--- src/rtl/disk_ctrl_pkg.sv ---
package disk_ctrl_pkg;
	// register byte offsets on the wishbone window
	localparam logic [7:0] OFF_COMMAND = 8'h00;
	localparam logic [7:0] OFF_PARAM0 = 8'h04;
	localparam logic [7:0] OFF_PARAM1 = 8'h08;
	localparam logic [7:0] OFF_SELECT = 8'h0c;
	localparam logic [7:0] OFF_TARGET = 8'h10;
	localparam logic [7:0] OFF_RESULT = 8'h14;
	localparam logic [7:0] OFF_XFER = 8'h18;
	localparam logic [7:0] OFF_FIELD = 8'h1c;
	localparam logic [7:0] OFF_DRIVE = 8'h20;
	localparam logic [7:0] OFF_STATE = 8'h24;

	// command bytes understood by the interpreter
	localparam logic [7:0] CMD_SPECIFY = 8'h03;
	localparam logic [7:0] CMD_SENSE_DRIVE = 8'h04;
	localparam logic [7:0] CMD_WRITE = 8'h05;
	localparam logic [7:0] CMD_READ = 8'h06;
	localparam logic [7:0] CMD_RECAL = 8'h07;
	localparam logic [7:0] CMD_SENSE_INT = 8'h08;
	localparam logic [7:0] CMD_SEEK = 8'h0f;

	// termination codes in result bits 7:6
	localparam logic [1:0] TERM_NORMAL = 2'h0;
	localparam logic [1:0] TERM_ABNORMAL = 2'h1;
	localparam logic [1:0] TERM_INVALID = 2'h2;
	localparam logic [1:0] TERM_READY = 2'h3;

	// field positions
	localparam int BIT_WRITE_BLOCKED = 1;
	localparam int BIT_MARK_MISSING = 0;
	localparam int BIT_DATA_MARK_MISSING = 0;
	localparam int BIT_CYL_MISMATCH = 4;
	localparam int BIT_BAD_TRACK = 1;
	localparam int SEL_HALF_RATE = 3;
	localparam int SEL_SIDE = 2;

	// bits that exist; the others always read zero
	localparam logic [7:0] XFER_USED_MASK = 8'hb7;
	localparam logic [7:0] FIELD_USED_MASK = 8'h7f;
	localparam logic [7:0] FIELD_ERROR_MASK = 8'h33;
	localparam logic [7:0] STATUS_RESET = 8'h00;

	// timing
	localparam int MS_NS = 1000000;
	localparam int CLK_PERIOD_NS = 20;
	localparam int MS_CYCLES_NOM = MS_NS / CLK_PERIOD_NS;
	localparam logic [4:0] STEP_SPAN_MS = 5'h10;
	localparam logic [8:0] SETTLE_UNIT_MS = 9'h002;
	localparam logic [6:0] RECAL_STEP_LIMIT = 7'h4d;

	typedef enum {RW_IDLE, RW_SETTLE, RW_EXEC} rw_state_type;
	typedef enum {SK_IDLE, SK_CHECK, SK_WAIT} seek_state_type;
endpackage : disk_ctrl_pkg

--- src/rtl/timer_if.sv ---
`timescale 1ns/1ps
// start pulse with a length in milliseconds, done pulse when it runs out
interface timer_if;
	logic start;
	logic [8:0] ms_count;
	logic done;
	logic busy;
	modport ctl (output start, output ms_count, input done, input busy);
	modport tmr (input start, input ms_count, output done, output busy);
endinterface : timer_if

--- src/rtl/interval_timer.sv ---
`timescale 1ns/1ps
module interval_timer #(
	parameter int MS_CYCLES = disk_ctrl_pkg::MS_CYCLES_NOM
) (
	input wire logic clk_i,
	input wire logic rst_i,
	input wire logic half_rate_i,
	timer_if.tmr tmr
);
	logic [31:0] pre_r;
	logic [31:0] limit;
	logic [8:0] left_r;
	logic run_r;

	generate
		if (MS_CYCLES < 1) begin : g_bad_rate
			$error("MS_CYCLES must be at least one");
		end
	endgenerate

	// slow clock doubles every interval, as the drive expects
	assign limit = half_rate_i ? 32'(2 * MS_CYCLES - 1) : 32'(MS_CYCLES - 1); // RL8

	// millisecond prescaler and down counter; a restart simply reloads
	always_ff @(posedge clk_i) begin
		if (rst_i) begin
			run_r <= 1'b0;
			left_r <= '0;
			pre_r <= '0;
		end else if (tmr.start) begin
			run_r <= 1'b1;
			left_r <= tmr.ms_count;
			pre_r <= '0;
		end else if (run_r) begin
			if (left_r == 9'h000) begin
				run_r <= 1'b0;
			end else if (pre_r == limit) begin
				pre_r <= '0;
				left_r <= left_r - 9'h001; // RL8
			end else begin
				pre_r <= pre_r + 32'h0000_0001;
			end
		end
	end

	assign tmr.done = run_r && (left_r == 9'h000);
	assign tmr.busy = run_r;
endmodule : interval_timer

--- src/rtl/disk_ctrl_status_interrupt.sv ---
`timescale 1ns/1ps
// Contract
// RL1 - interrupt on ready change, positioning end, and non-DMA byte requests
// RL2 - sense-interrupt clears interrupt and reports cause in result bits 7:5
// RL3 - cause codes: ready change 011, normal end 100, abnormal end 110 (bit5..7)
// RL4 - host must sense interrupt after each seek or recalibrate
// RL5 - head unload delay is code times 16 ms after a transfer ends
// RL6 - step interval is 16 minus code milliseconds, one to sixteen
// RL7 - head settle delay after head load is 2 ms plus 2 ms per code
// RL8 - all delays count the clock and double in slow-clock mode
// RL9 - transfer mode bit one selects processor transfers, zero selects DMA
// RL10 - undefined command does nothing and reports termination code 10
// RL11 - any command other than sense-interrupt after positioning end is invalid
// RL12 - termination code 00 normal, 01 abnormal, 10 invalid, 11 ready lost
// RL13 - seek end bit on positioning end; fault or 77 steps sets equipment bit
// RL14 - transfer to unready drive or missing side sets not-ready bit
// RL15 - result bits 2:0 hold side and unit at interrupt time
// RL16 - transfer status bit 7 past last sector; bits 6 and 3 read zero
// RL17 - transfer status bit 5 CRC fault, bit 4 host overrun
// RL18 - transfer status bit 2 when sector or ID cannot be found
// RL19 - transfer status bit 1 when write meets write-protect line
// RL20 - missing mark bit 0, also set with data-mark-missing field bit
// RL21 - field bit 7 zero, 6 deleted mark, 5 CRC, 4 cylinder, 1 bad track
// RL22 - field bit 3 scan equal hit, bit 2 scan unsatisfied
// RL23 - drive status mirrors five drive lines and three select outputs
module disk_ctrl_status_interrupt #(
	parameter int MS_CYCLES = disk_ctrl_pkg::MS_CYCLES_NOM
) (
	input wire logic clk_i,
	input wire logic rst_i,
	input wire logic [7:0] wb_adr_i,
	input wire logic [31:0] wb_dat_i,
	output logic [31:0] wb_dat_o,
	input wire logic wb_we_i,
	input wire logic [3:0] wb_sel_i,
	input wire logic wb_cyc_i,
	input wire logic wb_stb_i,
	output logic wb_ack_o,
	input wire logic drive_fault_line_i,
	input wire logic write_protect_line_i,
	input wire logic drive_ready_line_i,
	input wire logic home_track_line_i,
	input wire logic double_sided_line_i,
	output logic step_o,
	output logic direction_o,
	output logic head_load_o,
	output logic side_select_o,
	output logic unit_select_hi_o,
	output logic unit_select_lo_o,
	output logic rw_go_o,
	output logic rw_is_write_o,
	output logic no_dma_select_o,
	input wire logic xfer_done_i,
	input wire logic [7:0] xfer_status_i,
	input wire logic [7:0] field_status_i,
	input wire logic byte_req_i,
	output logic int_o
);
	disk_ctrl_pkg::rw_state_type rw_state;
	disk_ctrl_pkg::seek_state_type sk_state;
	logic ack_r, cmd_go, cmd_ok, is_pos, is_rw, rw_ok, rw_launch, rw_end, ready_chg;
	logic sense_take, pos_go, ready_q, pend_v_r, owed_r, byte_int_r, seek_fin_r, step_r;
	logic dir_r, recal_r, head_load_r, unload_armed_r, rw_go_r, rw_write_r;
	logic [31:0] dat_r, rd_val;
	logic [7:0] cmd_byte, param0_r, param1_r, target_r, cyl_r, drive_bits;
	logic [7:0] sr0_r, sr1_r, sr2_r, sr3_r, pend_sr0_r, seek_sr0_r, x1, x2;
	logic [3:0] select_r, srt_r, hut_r;
	logic [6:0] hlt_r, steps_r;
	logic nd_r, req, wr_lo;
	timer_if step_t ();
	timer_if settle_t ();
	timer_if unload_t ();

	// commands the interpreter knows; everything else is invalid
	function automatic logic cmd_known(input logic [7:0] c);
		cmd_known = (c == disk_ctrl_pkg::CMD_SPECIFY) || (c == disk_ctrl_pkg::CMD_SENSE_DRIVE)
			|| (c == disk_ctrl_pkg::CMD_WRITE) || (c == disk_ctrl_pkg::CMD_READ)
			|| (c == disk_ctrl_pkg::CMD_RECAL) || (c == disk_ctrl_pkg::CMD_SENSE_INT)
			|| (c == disk_ctrl_pkg::CMD_SEEK);
	endfunction : cmd_known

	// result byte: termination, seek end, equipment, unready, side, unit
	function automatic logic [7:0] make_sr0(input logic [1:0] tc, input logic se,
			input logic eq, input logic nr, input logic [2:0] hu);
		make_sr0 = {tc, se, eq, nr, hu}; // RL12 RL15
	endfunction : make_sr0

	// wishbone slave: one wait cycle, ack for every address
	assign req = wb_cyc_i && wb_stb_i && !ack_r;
	assign wr_lo = req && wb_we_i && wb_sel_i[0];
	assign cmd_byte = wb_dat_i[7:0];
	assign wb_ack_o = ack_r;
	assign wb_dat_o = dat_r;

	always_ff @(posedge clk_i) begin
		if (rst_i) begin
			ack_r <= 1'b0;
			dat_r <= '0;
		end else begin
			ack_r <= req;
			if (req) begin
				dat_r <= rd_val;
			end
		end
	end

	// read decode; unmapped offsets read zero
	always_comb begin
		rd_val = '0;
		case (wb_adr_i)
			disk_ctrl_pkg::OFF_PARAM0: rd_val[7:0] = param0_r;
			disk_ctrl_pkg::OFF_PARAM1: rd_val[7:0] = param1_r;
			disk_ctrl_pkg::OFF_SELECT: rd_val[3:0] = select_r;
			disk_ctrl_pkg::OFF_TARGET: rd_val[7:0] = target_r;
			disk_ctrl_pkg::OFF_RESULT: rd_val[7:0] = sr0_r;
			disk_ctrl_pkg::OFF_XFER: rd_val[7:0] = sr1_r;
			disk_ctrl_pkg::OFF_FIELD: rd_val[7:0] = sr2_r;
			disk_ctrl_pkg::OFF_DRIVE: rd_val[7:0] = sr3_r;
			disk_ctrl_pkg::OFF_STATE: begin
				rd_val[15:0] = {cyl_r, 2'b00, nd_r, owed_r, head_load_r,
					sk_state != disk_ctrl_pkg::SK_IDLE, rw_state != disk_ctrl_pkg::RW_IDLE, int_o};
			end
			default: ;
		endcase
	end

	// parameter bytes and drive selection written by software
	always_ff @(posedge clk_i) begin
		if (rst_i) begin
			param0_r <= '0;
			param1_r <= '0;
			select_r <= '0;
			target_r <= '0;
		end else if (wr_lo) begin
			case (wb_adr_i)
				disk_ctrl_pkg::OFF_PARAM0: param0_r <= wb_dat_i[7:0];
				disk_ctrl_pkg::OFF_PARAM1: param1_r <= wb_dat_i[7:0];
				disk_ctrl_pkg::OFF_SELECT: select_r <= wb_dat_i[3:0];
				disk_ctrl_pkg::OFF_TARGET: target_r <= wb_dat_i[7:0];
				default: ;
			endcase
		end
	end

	assign side_select_o = select_r[disk_ctrl_pkg::SEL_SIDE];
	assign unit_select_hi_o = select_r[1];
	assign unit_select_lo_o = select_r[0];
	assign no_dma_select_o = nd_r;
	assign drive_bits = {drive_fault_line_i, write_protect_line_i, drive_ready_line_i,
		home_track_line_i, double_sided_line_i, select_r[2:0]}; // RL23

	// command acceptance; a transfer in progress blocks new commands
	assign cmd_go = wr_lo && (wb_adr_i == disk_ctrl_pkg::OFF_COMMAND)
		&& (rw_state == disk_ctrl_pkg::RW_IDLE);
	always_comb begin
		is_pos = (cmd_byte == disk_ctrl_pkg::CMD_SEEK) || (cmd_byte == disk_ctrl_pkg::CMD_RECAL);
		is_rw = (cmd_byte == disk_ctrl_pkg::CMD_READ) || (cmd_byte == disk_ctrl_pkg::CMD_WRITE);
		cmd_ok = cmd_known(cmd_byte) // RL10
			&& !(owed_r && (cmd_byte != disk_ctrl_pkg::CMD_SENSE_INT)) // RL11
			&& !(is_pos && (sk_state != disk_ctrl_pkg::SK_IDLE));
		rw_ok = drive_ready_line_i && !(select_r[disk_ctrl_pkg::SEL_SIDE] && !double_sided_line_i)
			&& !((cmd_byte == disk_ctrl_pkg::CMD_WRITE) && write_protect_line_i);
	end
	assign rw_launch = cmd_go && cmd_ok && is_rw && rw_ok;
	assign sense_take = cmd_go && cmd_ok && (cmd_byte == disk_ctrl_pkg::CMD_SENSE_INT);
	assign pos_go = cmd_go && cmd_ok && is_pos;
	assign ready_chg = ready_q != drive_ready_line_i;
	assign rw_end = ((rw_state == disk_ctrl_pkg::RW_EXEC) && (xfer_done_i || ready_chg))
		|| ((rw_state == disk_ctrl_pkg::RW_SETTLE) && ready_chg);

	// specify copies the parameter bytes into the timer codes
	always_ff @(posedge clk_i) begin
		if (rst_i) begin
			srt_r <= '0;
			hut_r <= '0;
			hlt_r <= '0;
			nd_r <= 1'b0;
		end else if (cmd_go && cmd_ok && (cmd_byte == disk_ctrl_pkg::CMD_SPECIFY)) begin
			srt_r <= param0_r[7:4];
			hut_r <= param0_r[3:0];
			hlt_r <= param1_r[7:1];
			nd_r <= param1_r[0]; // RL9
		end
	end

	// engine status cleaned up: unused bits forced low, paired bits kept together
	always_comb begin
		x1 = xfer_status_i & disk_ctrl_pkg::XFER_USED_MASK; // RL16 RL17 RL18
		x2 = field_status_i & disk_ctrl_pkg::FIELD_USED_MASK; // RL21 RL22
		if (x2[disk_ctrl_pkg::BIT_DATA_MARK_MISSING]) begin
			x1[disk_ctrl_pkg::BIT_MARK_MISSING] = 1'b1; // RL20
		end
		if (x2[disk_ctrl_pkg::BIT_BAD_TRACK]) begin
			x2[disk_ctrl_pkg::BIT_CYL_MISMATCH] = 1'b1; // RL21
		end
	end

	// command results and transfer sequencing
	always_ff @(posedge clk_i) begin
		if (rst_i) begin
			rw_state <= disk_ctrl_pkg::RW_IDLE;
			sr0_r <= disk_ctrl_pkg::STATUS_RESET;
			sr1_r <= disk_ctrl_pkg::STATUS_RESET;
			sr2_r <= disk_ctrl_pkg::STATUS_RESET;
			sr3_r <= disk_ctrl_pkg::STATUS_RESET;
			rw_go_r <= 1'b0;
			rw_write_r <= 1'b0;
		end else begin
			rw_go_r <= 1'b0;
			case (rw_state)
				disk_ctrl_pkg::RW_IDLE: begin
					if (cmd_go && !cmd_ok) begin
						sr0_r <= make_sr0(disk_ctrl_pkg::TERM_INVALID, 1'b0, 1'b0, 1'b0,
							select_r[2:0]); // RL10 RL11
					end else if (cmd_go && (cmd_byte == disk_ctrl_pkg::CMD_SENSE_INT)) begin
						sr0_r <= pend_v_r ? pend_sr0_r : make_sr0(disk_ctrl_pkg::TERM_INVALID,
							1'b0, 1'b0, 1'b0, select_r[2:0]); // RL2
					end else if (cmd_go && (cmd_byte == disk_ctrl_pkg::CMD_SENSE_DRIVE)) begin
						sr3_r <= drive_bits; // RL23
					end else if (cmd_go && is_rw) begin
						rw_write_r <= cmd_byte == disk_ctrl_pkg::CMD_WRITE;
						sr1_r <= disk_ctrl_pkg::STATUS_RESET;
						sr2_r <= disk_ctrl_pkg::STATUS_RESET;
						if (!rw_ok) begin
							// refused before start: not-ready or write-protected
							// not-ready only for a dead drive or side 1 of a one-sided drive
							sr0_r <= make_sr0(disk_ctrl_pkg::TERM_ABNORMAL, 1'b0, 1'b0,
								!drive_ready_line_i || (select_r[disk_ctrl_pkg::SEL_SIDE]
								&& !double_sided_line_i), select_r[2:0]); // RL14
							sr1_r[disk_ctrl_pkg::BIT_WRITE_BLOCKED] <= drive_ready_line_i
								&& (cmd_byte == disk_ctrl_pkg::CMD_WRITE)
								&& write_protect_line_i; // RL19
						end else if (head_load_r) begin
							rw_go_r <= 1'b1;
							rw_state <= disk_ctrl_pkg::RW_EXEC;
						end else begin
							rw_state <= disk_ctrl_pkg::RW_SETTLE;
						end
					end
				end
				disk_ctrl_pkg::RW_SETTLE: begin
					if (ready_chg) begin
						sr0_r <= make_sr0(disk_ctrl_pkg::TERM_READY, 1'b0, 1'b0, 1'b1,
							select_r[2:0]); // RL12
						rw_state <= disk_ctrl_pkg::RW_IDLE;
					end else if (settle_t.done) begin
						rw_go_r <= 1'b1; // RL7
						rw_state <= disk_ctrl_pkg::RW_EXEC;
					end
				end
				disk_ctrl_pkg::RW_EXEC: begin
					if (ready_chg) begin
						sr0_r <= make_sr0(disk_ctrl_pkg::TERM_READY, 1'b0, 1'b0, 1'b1,
							select_r[2:0]); // RL12
						rw_state <= disk_ctrl_pkg::RW_IDLE;
					end else if (xfer_done_i) begin
						sr1_r <= x1;
						sr2_r <= x2;
						sr0_r <= make_sr0(((x1 != 8'h00) || ((x2 & disk_ctrl_pkg::FIELD_ERROR_MASK)
							!= 8'h00) || drive_fault_line_i) ? disk_ctrl_pkg::TERM_ABNORMAL
							: disk_ctrl_pkg::TERM_NORMAL, 1'b0, drive_fault_line_i, 1'b0,
							select_r[2:0]); // RL12 RL13
						rw_state <= disk_ctrl_pkg::RW_IDLE;
					end
				end
				default: rw_state <= disk_ctrl_pkg::RW_IDLE;
			endcase
		end
	end
	assign rw_go_o = rw_go_r;
	assign rw_is_write_o = rw_write_r;

	// head load and unload; a new transfer cancels a pending unload
	always_ff @(posedge clk_i) begin
		if (rst_i) begin
			head_load_r <= 1'b0;
			unload_armed_r <= 1'b0;
		end else if (rw_launch) begin
			head_load_r <= 1'b1;
			unload_armed_r <= 1'b0;
		end else if (rw_end) begin
			unload_armed_r <= 1'b1; // RL5
		end else if (unload_armed_r && unload_t.done) begin
			head_load_r <= 1'b0; // RL5
			unload_armed_r <= 1'b0;
		end
	end
	assign head_load_o = head_load_r;

	assign settle_t.start = rw_launch && !head_load_r;
	assign settle_t.ms_count = 9'({hlt_r, 1'b0}) + disk_ctrl_pkg::SETTLE_UNIT_MS; // RL7
	assign unload_t.start = rw_end;
	assign unload_t.ms_count = {1'b0, hut_r, 4'h0}; // RL5
	assign step_t.start = step_r;
	assign step_t.ms_count = {4'h0, disk_ctrl_pkg::STEP_SPAN_MS - {1'b0, srt_r}}; // RL6

	interval_timer #(.MS_CYCLES(MS_CYCLES)) u_settle (.clk_i(clk_i), .rst_i(rst_i),
		.half_rate_i(select_r[disk_ctrl_pkg::SEL_HALF_RATE]), .tmr(settle_t));
	interval_timer #(.MS_CYCLES(MS_CYCLES)) u_unload (.clk_i(clk_i), .rst_i(rst_i),
		.half_rate_i(select_r[disk_ctrl_pkg::SEL_HALF_RATE]), .tmr(unload_t));
	interval_timer #(.MS_CYCLES(MS_CYCLES)) u_step (.clk_i(clk_i), .rst_i(rst_i),
		.half_rate_i(select_r[disk_ctrl_pkg::SEL_HALF_RATE]), .tmr(step_t));

	// seek and recalibrate stepping; runs beside other commands
	always_ff @(posedge clk_i) begin
		if (rst_i) begin
			sk_state <= disk_ctrl_pkg::SK_IDLE;
			cyl_r <= '0;
			steps_r <= '0;
			recal_r <= 1'b0;
			dir_r <= 1'b0;
			step_r <= 1'b0;
			seek_fin_r <= 1'b0;
			seek_sr0_r <= disk_ctrl_pkg::STATUS_RESET;
		end else begin
			step_r <= 1'b0;
			seek_fin_r <= 1'b0;
			case (sk_state)
				disk_ctrl_pkg::SK_IDLE: begin
					if (pos_go) begin
						recal_r <= cmd_byte == disk_ctrl_pkg::CMD_RECAL;
						steps_r <= '0;
						if (cmd_byte == disk_ctrl_pkg::CMD_RECAL) begin
							cyl_r <= '0;
						end
						sk_state <= disk_ctrl_pkg::SK_CHECK;
					end
				end
				disk_ctrl_pkg::SK_CHECK: begin
					sk_state <= disk_ctrl_pkg::SK_IDLE;
					seek_fin_r <= 1'b1;
					if (!drive_ready_line_i) begin
						seek_sr0_r <= make_sr0(disk_ctrl_pkg::TERM_ABNORMAL, 1'b1, 1'b0, 1'b1,
							select_r[2:0]);
					end else if (drive_fault_line_i) begin
						seek_sr0_r <= make_sr0(disk_ctrl_pkg::TERM_ABNORMAL, 1'b1, 1'b1, 1'b0,
							select_r[2:0]); // RL13
					end else if (recal_r ? home_track_line_i : (cyl_r == target_r)) begin
						seek_sr0_r <= make_sr0(disk_ctrl_pkg::TERM_NORMAL, 1'b1, 1'b0, 1'b0,
							select_r[2:0]); // RL13 RL3
					end else if (recal_r && (steps_r == disk_ctrl_pkg::RECAL_STEP_LIMIT)) begin
						seek_sr0_r <= make_sr0(disk_ctrl_pkg::TERM_ABNORMAL, 1'b1, 1'b1, 1'b0,
							select_r[2:0]); // RL13
					end else begin
						// another step, then wait out the step interval
						seek_fin_r <= 1'b0;
						step_r <= 1'b1;
						dir_r <= recal_r || (cyl_r < target_r);
						if (!recal_r) begin
							cyl_r <= (cyl_r < target_r) ? cyl_r + 8'h01 : cyl_r - 8'h01;
						end
						steps_r <= steps_r + 7'h01;
						sk_state <= disk_ctrl_pkg::SK_WAIT;
					end
				end
				disk_ctrl_pkg::SK_WAIT: begin
					if (step_t.done) begin
						sk_state <= disk_ctrl_pkg::SK_CHECK; // RL6
					end
				end
				default: sk_state <= disk_ctrl_pkg::SK_IDLE;
			endcase
		end
	end
	assign step_o = step_r;
	assign direction_o = dir_r;

	// pending cause; a new event beats a sense in the same cycle
	always_ff @(posedge clk_i) begin
		if (rst_i) begin
			ready_q <= drive_ready_line_i;
			pend_v_r <= 1'b0;
			pend_sr0_r <= disk_ctrl_pkg::STATUS_RESET;
			owed_r <= 1'b0;
			byte_int_r <= 1'b0;
		end else begin
			ready_q <= drive_ready_line_i;
			byte_int_r <= byte_req_i && nd_r && (rw_state == disk_ctrl_pkg::RW_EXEC); // RL1 RL9
			if (seek_fin_r) begin
				pend_v_r <= 1'b1; // RL1
				pend_sr0_r <= seek_sr0_r;
			end else if (ready_chg) begin
				pend_v_r <= 1'b1; // RL1
				pend_sr0_r <= make_sr0(disk_ctrl_pkg::TERM_READY, 1'b0, 1'b0,
					!drive_ready_line_i, select_r[2:0]); // RL3
			end else if (sense_take) begin
				pend_v_r <= 1'b0; // RL2
			end
			if (seek_fin_r) begin
				owed_r <= 1'b1; // RL4 RL11
			end else if (sense_take) begin
				owed_r <= 1'b0;
			end
		end
	end
	assign int_o = pend_v_r || byte_int_r;
endmodule : disk_ctrl_status_interrupt

--- config.mk ---
export PLATFORM = sky130hd
export DESIGN_NAME = disk_ctrl_status_interrupt
export DESIGN_NICKNAME = d
export VERILOG_FILES = /design/src/rtl/disk_ctrl_pkg.sv /design/src/rtl/timer_if.sv /design/src/rtl/interval_timer.sv /design/src/rtl/disk_ctrl_status_interrupt.sv
export SDC_FILE = /design/constraint.sdc
export NUM_CORES = 1
export LEC_CHECK = 0
export ABC_AREA = 1
export BUFFER_PORTS_ARGS = -buffer_cell sky130_fd_sc_hd__clkbuf_2
export CORE_UTILIZATION = 50
export CTS_CLUSTER_SIZE = 24
export DETAILED_ROUTE_END_ITERATION = 6
export HOLD_SLACK_MARGIN = 0.03
export PLACE_DENSITY_LB_ADDON = 0.12
export SETUP_SLACK_MARGIN = 0.5
export SYNTH_ARGS = -nofsm -noshare
export SYNTH_HDL_FRONTEND = slang
export SYNTH_SLANG_ARGS = --single-unit
--- constraint.sdc ---
create_clock -name clk_i -period 7 [get_ports clk_i]
set_clock_uncertainty 0.1 [all_clocks]
set_input_delay 1.4 -clock clk_i [delete_from_list [all_inputs] [get_ports clk_i]]
set_output_delay 1.4 -clock clk_i [all_outputs]
set_load 0.02 [all_outputs]
[Yosys cells after proc, flatten, opt, wreduce, memory -nomap -nowiden]
Index checks and enable logic that the tools add are counted.
Widths: inputs -> output; s select.
Word-level totals
  word-level logic and storage cells: 354
  output and inout port bits: 43
  bits in registers: 326
  input port bits: 72
Cells by class
  muxes and demuxes: 118
  magnitude comparators: 1
  eq/ne operators: 55
  bitwise logic cells: 11
  reduce and logical (&&, ||, !) cells: 115
  add/sub/neg operators: 11
Operator list (count)
  $mux 32: 14
  $mux 8: 40
  $pmux 32 s3: 2
  $add 32x1->32 const B: 3
  $eq 32x2->1 const B: 3
  $eq 32x32->1: 3
  $logic_not 32->1: 3
  $eq 32x1->1 const B: 2
  $reduce_bool 32->1: 2
  $pmux 8 s2: 3
  $eq 8x3->1 const B: 5
  $ne 2x2->1 const B: 20
  $logic_and 1x1->1: 36
  $mux 9: 4
  $pmux 4 s9: 1
  $mux 1: 35
  $mux 7: 5
  $eq 32x3->1 const B: 1
  $eq 8x4->1 const B: 4
  $eq 8x5->1 const B: 4
  $pmux 4 s8: 1
  $logic_not 9->1: 3
  $sub 9x1->9 const B: 3
  $pmux 8 s3: 1
  other kinds (36): 113

[Longest topological paths before layout]
Gate-level depths: netlist (run 1).
  depth in word-level cells: 15
  gate-level depth with buffers: 16
  depth with buffers taken out: 16

[Hierarchy]
From an unflattened synthesis (run 1), not the netlist that was laid out.
Unflattened totals
  cell total of the unflattened synthesis: 2509
  area, all modules: 15897.7 µm²
By module, submodules not included
  interval_timer: times used 3, seq. area each 840.8 µm², area each 2887.8 µm², cells an instance 480
  disk_ctrl_status_interrupt: times used 1, seq. area each 2722.6 µm², area each 7234.4 µm², cells an instance 1069

[Least setup slack after synthesis (run 1)]
No wires, ideal clock.
  path kind: input-to-reg
  from: input port wb_adr_i[0]
  to: register u_settle.pre_r[25]
  arrival time: 2.610 ns
  stages on the path: 12
  path slack: 4.174 ns
  data required time: 6.784 ns
  library setup time: 0.116 ns
  path buffers: 1
  cells stage by stage: inv_2 -> nand2_4 -> nor3_4 -> nand2_2 -> nor2_2 -> nand2_2 -> nor2_2 -> nand3_2 -> nand2_2 -> nor2_4 -> buf_6 -> and3_1
Between the ends
  cells in the longest elaborated chain, start to end: 8
RTL lines
  start, declared: RTL line disk_ctrl_status_interrupt.sv:31  | input wire logic [7:0] wb_adr_i,
  $logic_not 8->1: RTL line disk_ctrl_status_interrupt.sv:153  | assign cmd_go = wr_lo && (wb_adr_i == disk_ctrl_pkg::OFF_COMMAND)
  $logic_and 1x1->1: RTL line disk_ctrl_status_interrupt.sv:153
  $logic_and 1x1->1: RTL line disk_ctrl_status_interrupt.sv:154  | && (rw_state == disk_ctrl_pkg::RW_IDLE);
  $logic_and 1x1->1 (3 in series): RTL line disk_ctrl_status_interrupt.sv:164  | assign rw_launch = cmd_go && cmd_ok && is_rw && rw_ok;
  $logic_and 1x1->1: RTL line disk_ctrl_status_interrupt.sv:290  | assign settle_t.start = rw_launch && !head_load_r;
  $reduce_or 2->1 (no source line)
  end signal, assigned: RTL line interval_timer.sv:41  | pre_r <= pre_r + 32'h0000_0001;
  end, declared: RTL line interval_timer.sv:10  | logic [31:0] pre_r;
Every way passes these cells.
A chain may end at the register's enable or synchronous reset.

==> results.sh, run 1 <==
export IMPL_yosysWarnings=0
export IMPL_clock_latency_ps=560
export IMPL_met1_usage_pct=35.2
export IMPL_dpl_cell_area_sq_um=15700
export IMPL_worst_pin_slew_ps=862
export IMPL_stdcell_count=2699
export IMPL_post_cts_buffers=0
export IMPL_fin_total_pwr_w=0.00332
export IMPL_wl_per_cell_um=15.1
export IMPL_vias=14700
export IMPL_synth_area_sq_um=15300
export IMPL_path_max_fanout=80
export IMPL_grt_pass1_wl_um=66400
export IMPL_ant_nets=0
export IMPL_grt_util_met2_pct=41.8
export IMPL_required_ps=7370
export IMPL_syn_inst=2246
export IMPL_port_buffer_count=68
export IMPL_powerDensity_nw_per_um2=199
export IMPL_crit_type="primary input to flop"
export IMPL_routed_wl_um=40700
export IMPL_hold_path_depth=2
export IMPL_synth_top_cell_by_area="dfxtp_1"
export IMPL_routed_via_density=5.43
export IMPL_vdd_ir_drop_max_v=0.000160
export IMPL_htree_num_levels=1
export IMPL_slew_viol_final=0
export IMPL_reg2reg_depth=12
export IMPL_io_pins=115
export IMPL_post_synth_cell_area_avg_sq_um=6.81
export IMPL_antenna_found_initial=0
export IMPL_yosysTopAreaCellShare_pct=34.3
export IMPL_die_area_sq_um=31300
export IMPL_hold_viol=0
export IMPL_fin_crit_ps=3220
export IMPL_rsz0062_at_grt="no"
export IMPL_slew_headroom_pct=42.3
export IMPL_max_freq_mhz=311
export IMPL_grt_pass1_vias=13500
export IMPL_fill_cells=2977
export IMPL_synth_edf_count=0
export IMPL_rows=63
export IMPL_max_cap_violations=0
export IMPL_cts_hold_buf=0
export IMPL_use_met3_pct=3.14
export IMPL_synth_flop_cell="dfxtp_1"
export IMPL_status="finished, final reports clean"
export IMPL_synth_distinct_cells=65
export IMPL_grt_usage_pct=25.9
export IMPL_start_kind="primary input"
export IMPL_final_layout_size_suffix_gt1_share_pct=11.3
export IMPL_cts_path_max_buffers=3
export IMPL_drt_iter0_drc=1106
export IMPL_fin_crit_sh_pct=45.9
export IMPL_async_flop_share_pct=0
export IMPL_dr_pass1_iters=6
export IMPL_area_growth_pct=8.99
export IMPL_setup_violations=0
export IMPL_die_x_um=177
export IMPL_core_area_sq_um=29900
export IMPL_cts_tree="done"
export IMPL_grt_overflow=0
export IMPL_cts_buffers=30
export IMPL_tns_ps=0
export IMPL_grt_max_degree=81
export IMPL_root_buffer="clkbuf_16"
export IMPL_gp_congestion=0.945
export IMPL_drc=0
export IMPL_crit_arrival_ps=3580
export IMPL_cts_clk_slew_worst_paths_ps=60
export IMPL_cts_resized_gates=0
export IMPL_initial_core_util_pct=51.2
export IMPL_end_kind="flop"
export IMPL_synth_seq_cells=262
export IMPL_fp_dieH_um=177
export IMPL_fin_nets=2389
export IMPL_dp_hpwl_um=30100
export IMPL_n_antenna_cell=0
export IMPL_synth_seq_area_share_pct=34.3
export IMPL_p_leak_nw=6.46
export IMPL_netlist_top_cells_area="dfxtp_1 34%, nand2_1 10%, nor2_1 7.0%"
export IMPL_grt_busiest_layer="met2"
export IMPL_clkSinkCount=262
export IMPL_finalInstanceArea_sq_um=16700
export IMPL_dpl_cell_count=2646
export IMPL_hp_class="flop to flop"
-- worst paths after layout --
check             slack (ps)                             from                               to
hold / removal           350            sr3_r[6]$_SDFFE_PP0P_            sr3_r[6]$_SDFFE_PP0P_
setup / recovery        3780                            rst_i            cyl_r[3]$_SDFFE_PP0P_
setup reg to reg        3850  u_unload.left_r[0]$_SDFFE_PP0P_  u_unload.pre_r[11]$_SDFFE_PP0P_
hold reg to reg          350            sr3_r[6]$_SDFFE_PP0P_            sr3_r[6]$_SDFFE_PP0P_
-- worst max-delay path, stage by stage --
cell      delay (ps)
clkbuf_2          80
buf_4            310
inv_2            430
buf_4            710
nand4_2          330
o21ai_0          260
-- cells in the final DEF, fill, tap and decap left out, drive strengths merged, types with 35 or more instances in the layout --
cell type / n
nand3: 121
o21ai: 159
nor4: 35
nor2: 313
dfxtp: 262
clkbuf: 112
nand2: 456
a21oi: 205
nand4: 62
inv: 276
nor3: 86
-- report_power, final --
part,internal [W],switching [W]
sequential,0.00152,0.0000154
clock,0.000867,0.000627
combinational,0.0000825,0.000209
total,0.00247,0.000852
-- sequential cells by signal, summed over array words and instances, names as in the netlist, 9 cells and up --
signal	cells
u_unload.pre_r	32
u_settle.pre_r	32
u_settle.left_r	9
wb_dat_o	16
u_step.pre_r	32
u_unload.left_r	9
u_step.left_r	9
-- logic make-up (layout without fill, tap and decap cells) --
logic type	Yosys count	in the layout	share of synthesized area, %
adder cells (fa/ha/maj)	29	29	2.42
flip-flops	262	262	34.3
other	1	16	0.0245
AO/OA/AOI/OAI	430	430	15.5
XOR/XNOR	46	46	2.63
AND/OR/NAND/NOR	1123	1123	35.3
buffers and inverters	355	403	9.92
-- through the flow --
stage	util, %	hold WS [ps]	setup WS (ps)
3_5_place_dp	52.7	344	3280
6_report	55.8	353	3780
2_1_floorplan	-	325	4170
4_1_cts	55.8	353	3810
3_3_place_gp	52.7	337	3300
5_1_grt	55.8	376	3570
-- metal layers --
layer	up-vias	wire, um
li1	7485	-
met4	0	1390
met2	442	18100
met3	78	2400
met5	-	0
met1	6651	18700
-- layout make-up --
type                       count  area [sq um]  share of cell area, %
multi-input combinational   1644          8590                   51.5
sequential                   262          5250                   31.5
inverter                     278          1040                   6.27
clock buffer                  44           885                   5.31
timing repair buffer          72           370                   2.22
tap                          390           488                   2.93
clock inverter                 9          47.5                  0.285
-- cell usage after synthesis (all sizes together) (4+ instances only) --
cell type,count
nor3b,5
nor3,86
o21bai,4
nand3,121
nand3b,16
nor4,35
and3,5
a31oi,8
or2,20
ha,28
clkbuf,23
o211ai,5
inv,276
o22ai,30
xor2,30
o31ai,4
nor2,313
nand4,62
o21ai,159
xnor2,16
dfxtp,262
a21oi,205
nand2,456
buf,54
Power figures use the tool's default switching activity.
==> inputs of run 2 (changes only) <==
==> constraint.sdc (replaced) <==
create_clock -name clk_i -period 3.3 [get_ports clk_i]
set_clock_uncertainty 0.1 [all_clocks]
set_input_delay 0.66 -clock clk_i [delete_from_list [all_inputs] [get_ports clk_i]]
set_output_delay 0.66 -clock clk_i [all_outputs]
set_load 0.02 [all_outputs]
==> run 2 against run 1 <==
  * Clock-buffer cell count is 7 lower
  * Combinational power is 120% higher
  * Core utilization is 1.0 points higher
  * Total power is 130% higher
  * Wire length is 1.2% higher
  * Register-to-register slack worse by 3200 ps
  * First-iteration DRC count is 7.3% lower
  * Critical path depth is 10 higher
  * Clock power is 140% higher
  * Critical path type is now flop to flop
  * Critical endpoint is now cyl_r[7]$_SDFFE_PP0P_
  * Largest power group is now the clock network
==> results.sh, run 2 (same netlist as run 1, synthesis figures left out) <==
export IMPL_status="finished, final reports clean"
export IMPL_vdd_ir_drop_max_v=0.000423
export IMPL_fin_crit_ps=2640
export IMPL_critPathMaxStageDelay_ps=330
export IMPL_io_pins=115
export IMPL_slew_headroom_pct=56.3
export IMPL_fill_cells=2945
export IMPL_pre_cts_ws_ps=524
export IMPL_drt_iter0_drc=1025
export IMPL_grt_pass1_vias=13400
export IMPL_clkSinkCount=262
export IMPL_fin_nets=2406
export IMPL_required_ps=3690
export IMPL_final_cell_mix="423 x nand2_1, 286 x nor2_1, 262 x dfxtp_1"
export IMPL_initial_core_util_pct=51.2
export IMPL_clkPwrFrac_pct=48.1
export IMPL_grt_usage_pct=26.3
export IMPL_end_kind="flop"
export IMPL_rows=63
export IMPL_use_met3_pct=3.05
export IMPL_fin_ws_ps=656
export IMPL_sw_frac_of_total_pct=25.0
export IMPL_root_buffer="clkbuf_16"
export IMPL_crit_chain="inv_1 -> ha_1 -> nand2_1 -> inv_1 -> nand2_1 -> o211ai_1 -> nand2_1 -> nand2_4 -> ha_2 -> a21oi_1 -> nand2_1 -> buf_4 -> a21oi_2 -> nand3b_1 -> nand3_1 -> o21ai_0"
export IMPL_seq_area_sq_um=5250
export IMPL_grt_pass1_wl_um=67400
export IMPL_path_max_fanout=6
export IMPL_cts_path_max_buffers=3
export IMPL_fin_crit_sh_pct=80.1
export IMPL_grt_busiest_layer="met2"
export IMPL_htree_num_levels=1
export IMPL_crit_arrival_ps=3040
export IMPL_drc=0
export IMPL_start_kind="flop"
export IMPL_tns_ps=0
export IMPL_met1_usage_pct=35.9
export IMPL_grt_overflow=0
export IMPL_ant_nets=0
export IMPL_cts_tree="done"
export IMPL_n_antenna_cell=0
export IMPL_area_growth_pct=11.0
export IMPL_dp_hpwl_um=30900
export IMPL_cts_clk_slew_worst_paths_ps=60
export IMPL_core_area_sq_um=29900
export IMPL_die_area_sq_um=31300
export IMPL_rsz0062_at_grt="yes"
export IMPL_hp_class="primary input to flop"
export IMPL_p_int_w=0.00564
export IMPL_clock_latency_ps=570
export IMPL_port_buffer_count=68
export IMPL_final_layout_size_suffix_gt1_share_pct=12.4
export IMPL_die_x_um=177
export IMPL_cts_hold_buf=0
export IMPL_slew_viol_final=0
export IMPL_crit_type="flop to flop"
export IMPL_critPathSlowestCell="dfxtp_1"
export IMPL_wl_per_cell_um=15.1
export IMPL_powerDensity_nw_per_um2=443
export IMPL_multi_input_area_sq_um=8620
export IMPL_combPwrFrac_pct=8.4
export IMPL_power_frac_seq_pct=43.5
export IMPL_gp_congestion=0.938
export IMPL_fp_dieH_um=177
export IMPL_cts_buffers=30
export IMPL_grt_max_degree=36
export IMPL_cpMostUsedCell="nand2_1"
export IMPL_max_freq_mhz=378
export IMPL_grt_util_met2_pct=42.5
export IMPL_dr_pass1_iters=7
export IMPL_p_leak_nw=6.60
export IMPL_power_switching_w=0.00187
export IMPL_routed_wl_um=41100
export IMPL_vias=14800
export IMPL_routed_via_density=5.45
export IMPL_final_common_cell="nand2_1"
export IMPL_setup_violations=0
export IMPL_antenna_found_initial=0
export IMPL_reg_largest_list="u_settle.pre_r: 32 flops, u_step.pre_r: 32 flops, u_unload.pre_r: 32 flops"
export IMPL_worst_pin_slew_ps=654
export IMPL_max_cap_violations=0
export IMPL_hold_viol=0
-- run 2: changes by cell type in the layout (fill, tap and decap cells not counted), moves of 2 or more --
cell        before  now
buf_4            4   21
bufinv_16        0    6
clkbuf_1         7    3
clkbuf_8         6    4
clkinvlp_4       1    3
ha_1            28   25
ha_2             0    2
-- run 2: power by group through the flow --
stage	logic [W]	clock network, W	registers [W]
after floorplan	0.000491	0	0.00333
after global placement	0.000620	0	0.00333
after detailed placement	0.000628	0	0.00333
after CTS	0.000631	0.00367	0.00326
after global routing	0.000713	0.00380	0.00327
final	0.000634	0.00361	0.00326
-- run 2: stage by stage --
step | hold WS, ps | utilization, % | instances | total power [W] | area [sq um]
detailed placement | 338 | 53.0 | 2659 | 0.00396 | 15800
CTS | 164 | 56.6 | 2714 | 0.00756 | 16900
finish | 191 | 56.8 | 2718 | 0.00751 | 17000
floorplan | 325 | - | 2261 | 0.00382 | 15300
global placement | 331 | 53.0 | 2659 | 0.00395 | 15800
global route | 171 | 56.8 | 2718 | 0.00778 | 17000
-- run 2: worst paths after layout --
| path | startpoint | end | slack, ps | cells after the start |
|---|---|---|---|---|
| max | target_r[3]$_SDFFE_PP0P_ | cyl_r[7]$_SDFFE_PP0P_ | 660 | 16 |
| min | drive_ready_line_i | ready_q$_DFF_P_ | 190 | 1 |
| max reg2reg | target_r[3]$_SDFFE_PP0P_ | cyl_r[7]$_SDFFE_PP0P_ | 660 | 16 |
| min reg2reg | sr3_r[6]$_SDFFE_PP0P_ | sr3_r[6]$_SDFFE_PP0P_ | 350 | 2 |
-- run 2: what timing repair did --
| action | 4_1_cts | 5_1_grt |
|---|---|---|
| resized for setup | 0 | 7 |
| endpoints found under the setup margin | 0 | 10 |
| setup buffers | 0 | 4 |
-- run 2: per-layer routing --
layer	up-vias	wire length (um)	share of wire (%)
met5	-	0	0
met1	6833	19400	47
li1	7545	-	-
met4	0	1480	3.6
met2	366	18300	44
met3	79	2000	4.9
-- run 2: cell type report --
class / instances / area share [%]
Inverter: 278 / 6.16
Clock buffer: 37 / 4.81
Timing Repair Buffer: 89 / 2.93
Tap cell: 390 / 2.88
Multi-Input combinational cell: 1644 / 50.8
Sequential cell: 262 / 30.9
Clock inverter: 18 / 1.53
-- run 2: worst max-delay path, delay by kind of cell, from the launching register on --
kind	cells	cell delay, ps
AND/OR/NAND/NOR	7	640
adder cells (fa/ha/maj)	2	600
AO/OA/AOI/OAI	4	560
flip-flops	1	330
buffers and inverters	3	320
==> inputs of run 3 (changes only) <==
==> constraint.sdc (replaced) <==
create_clock -name clk_i -period 2.2 [get_ports clk_i]
set_clock_uncertainty 0.1 [all_clocks]
set_input_delay 0.44 -clock clk_i [delete_from_list [all_inputs] [get_ports clk_i]]
set_output_delay 0.44 -clock clk_i [all_outputs]
set_load 0.02 [all_outputs]
==> run 3 against run 2 <==
  * The flow now finishes with violations (setup timing)
  * Final cell count rose by 12%
  * Total power rose by 54%
  * Combinational power rose by 130%
  * First-iteration DRC count rose by 28%
  * Clock-buffer cell count rose by 9
  * Flip-flop and latch count did not move
  * Via count rose by 16%
  * Critical path depth rose by 2
  * Worst hold slack got worse by 130 ps
  * Critical path type unchanged
  * Critical endpoint is now wb_dat_o[3]$_SDFFE_PP0N_
  * Largest power group unchanged
==> results.sh, run 3 (same netlist as run 1, synthesis figures left out) <==
export IMPL_cts_path_max_buffers=3
export IMPL_slew_headroom_pct=63.7
export IMPL_drc=0
export IMPL_hold_viol=0
export IMPL_port_buffer_count=68
export IMPL_sw_frac_of_total_pct=26.9
export IMPL_crit_type="flop to flop"
export IMPL_vdd_ir_drop_max_v=0.000676
export IMPL_core_area_sq_um=29900
export IMPL_clkPwrFrac_pct=44.9
export IMPL_initial_core_util_pct=51.2
export IMPL_fin_total_pwr_w=0.0116
export IMPL_reg_largest_list="u_settle.pre_r: 32 flops, u_step.pre_r: 32 flops, u_unload.pre_r: 32 flops"
export IMPL_grt_pass1_wl_um=77200
export IMPL_die_area_sq_um=31300
export IMPL_cts_tree="done"
export IMPL_cts_buffers=31
export IMPL_fin_crit_ps=2520
export IMPL_max_cap_violations=0
export IMPL_n_antenna_cell=0
export IMPL_root_buffer="clkbuf_16"
export IMPL_path_max_fanout=2
export IMPL_grt_overflow=0
export IMPL_clkSinkCount=262
export IMPL_worst_pin_slew_ps=539
export IMPL_finalInstanceArea_sq_um=22600
export IMPL_final_common_cell="nand2_1"
export IMPL_combPwrFrac_pct=12.8
export IMPL_fin_ws_ps=-316
export IMPL_hp_class="primary input to flop"
export IMPL_io_pins=115
export IMPL_gp_congestion=0.959
export IMPL_area_growth_pct=47.7
export IMPL_grt_usage_pct=30.4
export IMPL_p_int_w=0.00844
export IMPL_hp_start="write_protect_line_i"
export IMPL_dp_hpwl_um=33000
export IMPL_dr_pass1_iters=7
export IMPL_grt_pass1_vias=15500
export IMPL_clock_latency_ps=570
export IMPL_vias=17200
export IMPL_final_cell_mix="336 x nand2_1, 226 x buf_4, 210 x nor2_1"
export IMPL_rows=63
export IMPL_power_frac_seq_pct=42.3
export IMPL_r2r_start="target_r[3]$_SDFFE_PP0P_"
export IMPL_ant_nets=0
export IMPL_max_freq_mhz=397
export IMPL_antenna_found_initial=0
export IMPL_failed_checks="setup timing"
export IMPL_htree_num_levels=1
export IMPL_drt_iter0_drc=1317
export IMPL_required_ps=2610
export IMPL_hold_path_depth=3
export IMPL_cts_clk_slew_worst_paths_ps=60
export IMPL_grt_max_degree=40
export IMPL_fp_dieH_um=177
export IMPL_crit_arrival_ps=2930
export IMPL_routed_wl_um=52200
export IMPL_slew_viol_final=0
export IMPL_reg2reg_to="wb_dat_o[3]$_SDFFE_PP0N_"
export IMPL_dpl_cell_area_sq_um=17400
export IMPL_wl_per_cell_um=17.2
export IMPL_hold_path_end="sr3_r[6]$_SDFFE_PP0P_"
export IMPL_power_switching_w=0.00311
export IMPL_final_layout_size_suffix_gt1_share_pct=41.4
export IMPL_fin_nets=2718
export IMPL_p_leak_nw=9.01
export IMPL_reg2reg_depth=18
export IMPL_setup_violations=8
export IMPL_powerDensity_nw_per_um2=511
export IMPL_routed_via_density=5.66
export IMPL_die_x_um=177
export IMPL_status="finished, violations left"
export IMPL_start_kind="flop"
export IMPL_fin_crit_sh_pct=114
export IMPL_ff2ff_setup_slack_ps=-320
export IMPL_rsz0062_at_grt="yes"
export IMPL_end_kind="flop"
==> run 3: cell types whose count changed in the layout (fill, tap and decap cells not counted), sizes merged <==
cell	delta
buf	+293
bufinv	-4
clkbuf	+10
clkinv	+2
clkinvlp	-1
dlygate4sd3	+8
inv	-1
nand2	+2
nand3	+4
nor2	+1
==> run 3: worst max path at each step <==
stage / startpoint / end / slack (ps) / cells past startpoint
6_report: target_r[3]$_SDFFE_PP0P_ / wb_dat_o[3]$_SDFFE_PP0N_ / -320 / 18
3_5_place_dp: target_r[3]$_SDFFE_PP0P_ / cyl_r[6]$_SDFFE_PP0P_ / -340 / 16
4_1_cts: target_r[3]$_SDFFE_PP0P_ / cyl_r[6]$_SDFFE_PP0P_ / -220 / 17
2_1_floorplan: target_r[3]$_SDFFE_PP0P_ / cyl_r[6]$_SDFFE_PP0P_ / -120 / 15
5_1_grt: target_r[3]$_SDFFE_PP0P_ / cyl_r[7]$_SDFFE_PP0P_ / -390 / 16
3_3_place_gp: target_r[3]$_SDFFE_PP0P_ / cyl_r[6]$_SDFFE_PP0P_ / -300 / 16
==> run 3: power groups by stage <==
stage	Combinational (W)	Sequential [W]	Clock [W]
floorplan	0.000802	0.00500	0
global route	0.00158	0.00489	0.00544
global placement	0.00110	0.00500	0
detailed placement	0.00111	0.00500	0
finish	0.00148	0.00488	0.00519
CTS	0.00131	0.00489	0.00522
==> run 3: area by class of cell <==
class | count | area, sq um
multi-input combinational | 1651 | 11100
fill | 2111 | 7290
sequential | 262 | 5380
timing repair buffer | 391 | 3390
inverter | 278 | 1180
clock buffer | 46 | 902
tap | 390 | 488
clock inverter | 12 | 119
timing repair inverter | 2 | 27.5
==> run 3: layer usage <==
metal / part of all wire (%) / vias up / global-route usage, % / wire (um)
li1: - / 8199 / - / -
met1: 41 / 8174 / 39.3 / 21500
met2: 49 / 644 / 51.9 / 25700
met3: 5.7 / 137 / 3.11 / 2980
met4: 3.8 / 0 / 11.8 / 2000
met5: 0 / - / 0 / 0
==> run 3: critical path, stage by stage (launching register included) <==
cell and delay (ps):
dfxtp_2 340, inv_2 60, buf_4 130, buf_4 120
buf_4 120, buf_4 120, buf_4 120, buf_4 120
buf_4 120, buf_4 120, buf_4 120, buf_4 120
buf_6 110, buf_4 120, o22ai_2 90, nor2_1 60
nand3_1 130, nand2_1 90, a21oi_2 150
==> run 3: metrics by stage <==
step                setup TNS [ps]  util, %  instances  setup WS (ps)  hold WS [ps]
floorplan                     -312        -       2261           -124           325
global placement             -1590     58.3       2798           -298           333
detailed placement           -3270     58.3       2798           -340           341
CTS                          -1160     69.2       2982           -223          79.9
global route                 -2870     75.6       3032           -391          92.1
finish                       -1580     75.6       3032           -316          65.8
==> run 3: repair_timing <==
item	in CTS	in global routing
pin swaps	124	171
buffers inserted	105	47
setup endpoints to repair	208	228
gates resized for setup	310	417
gates cloned	13	3
hold buffers	8	0
endpoints found under the hold margin	8	0
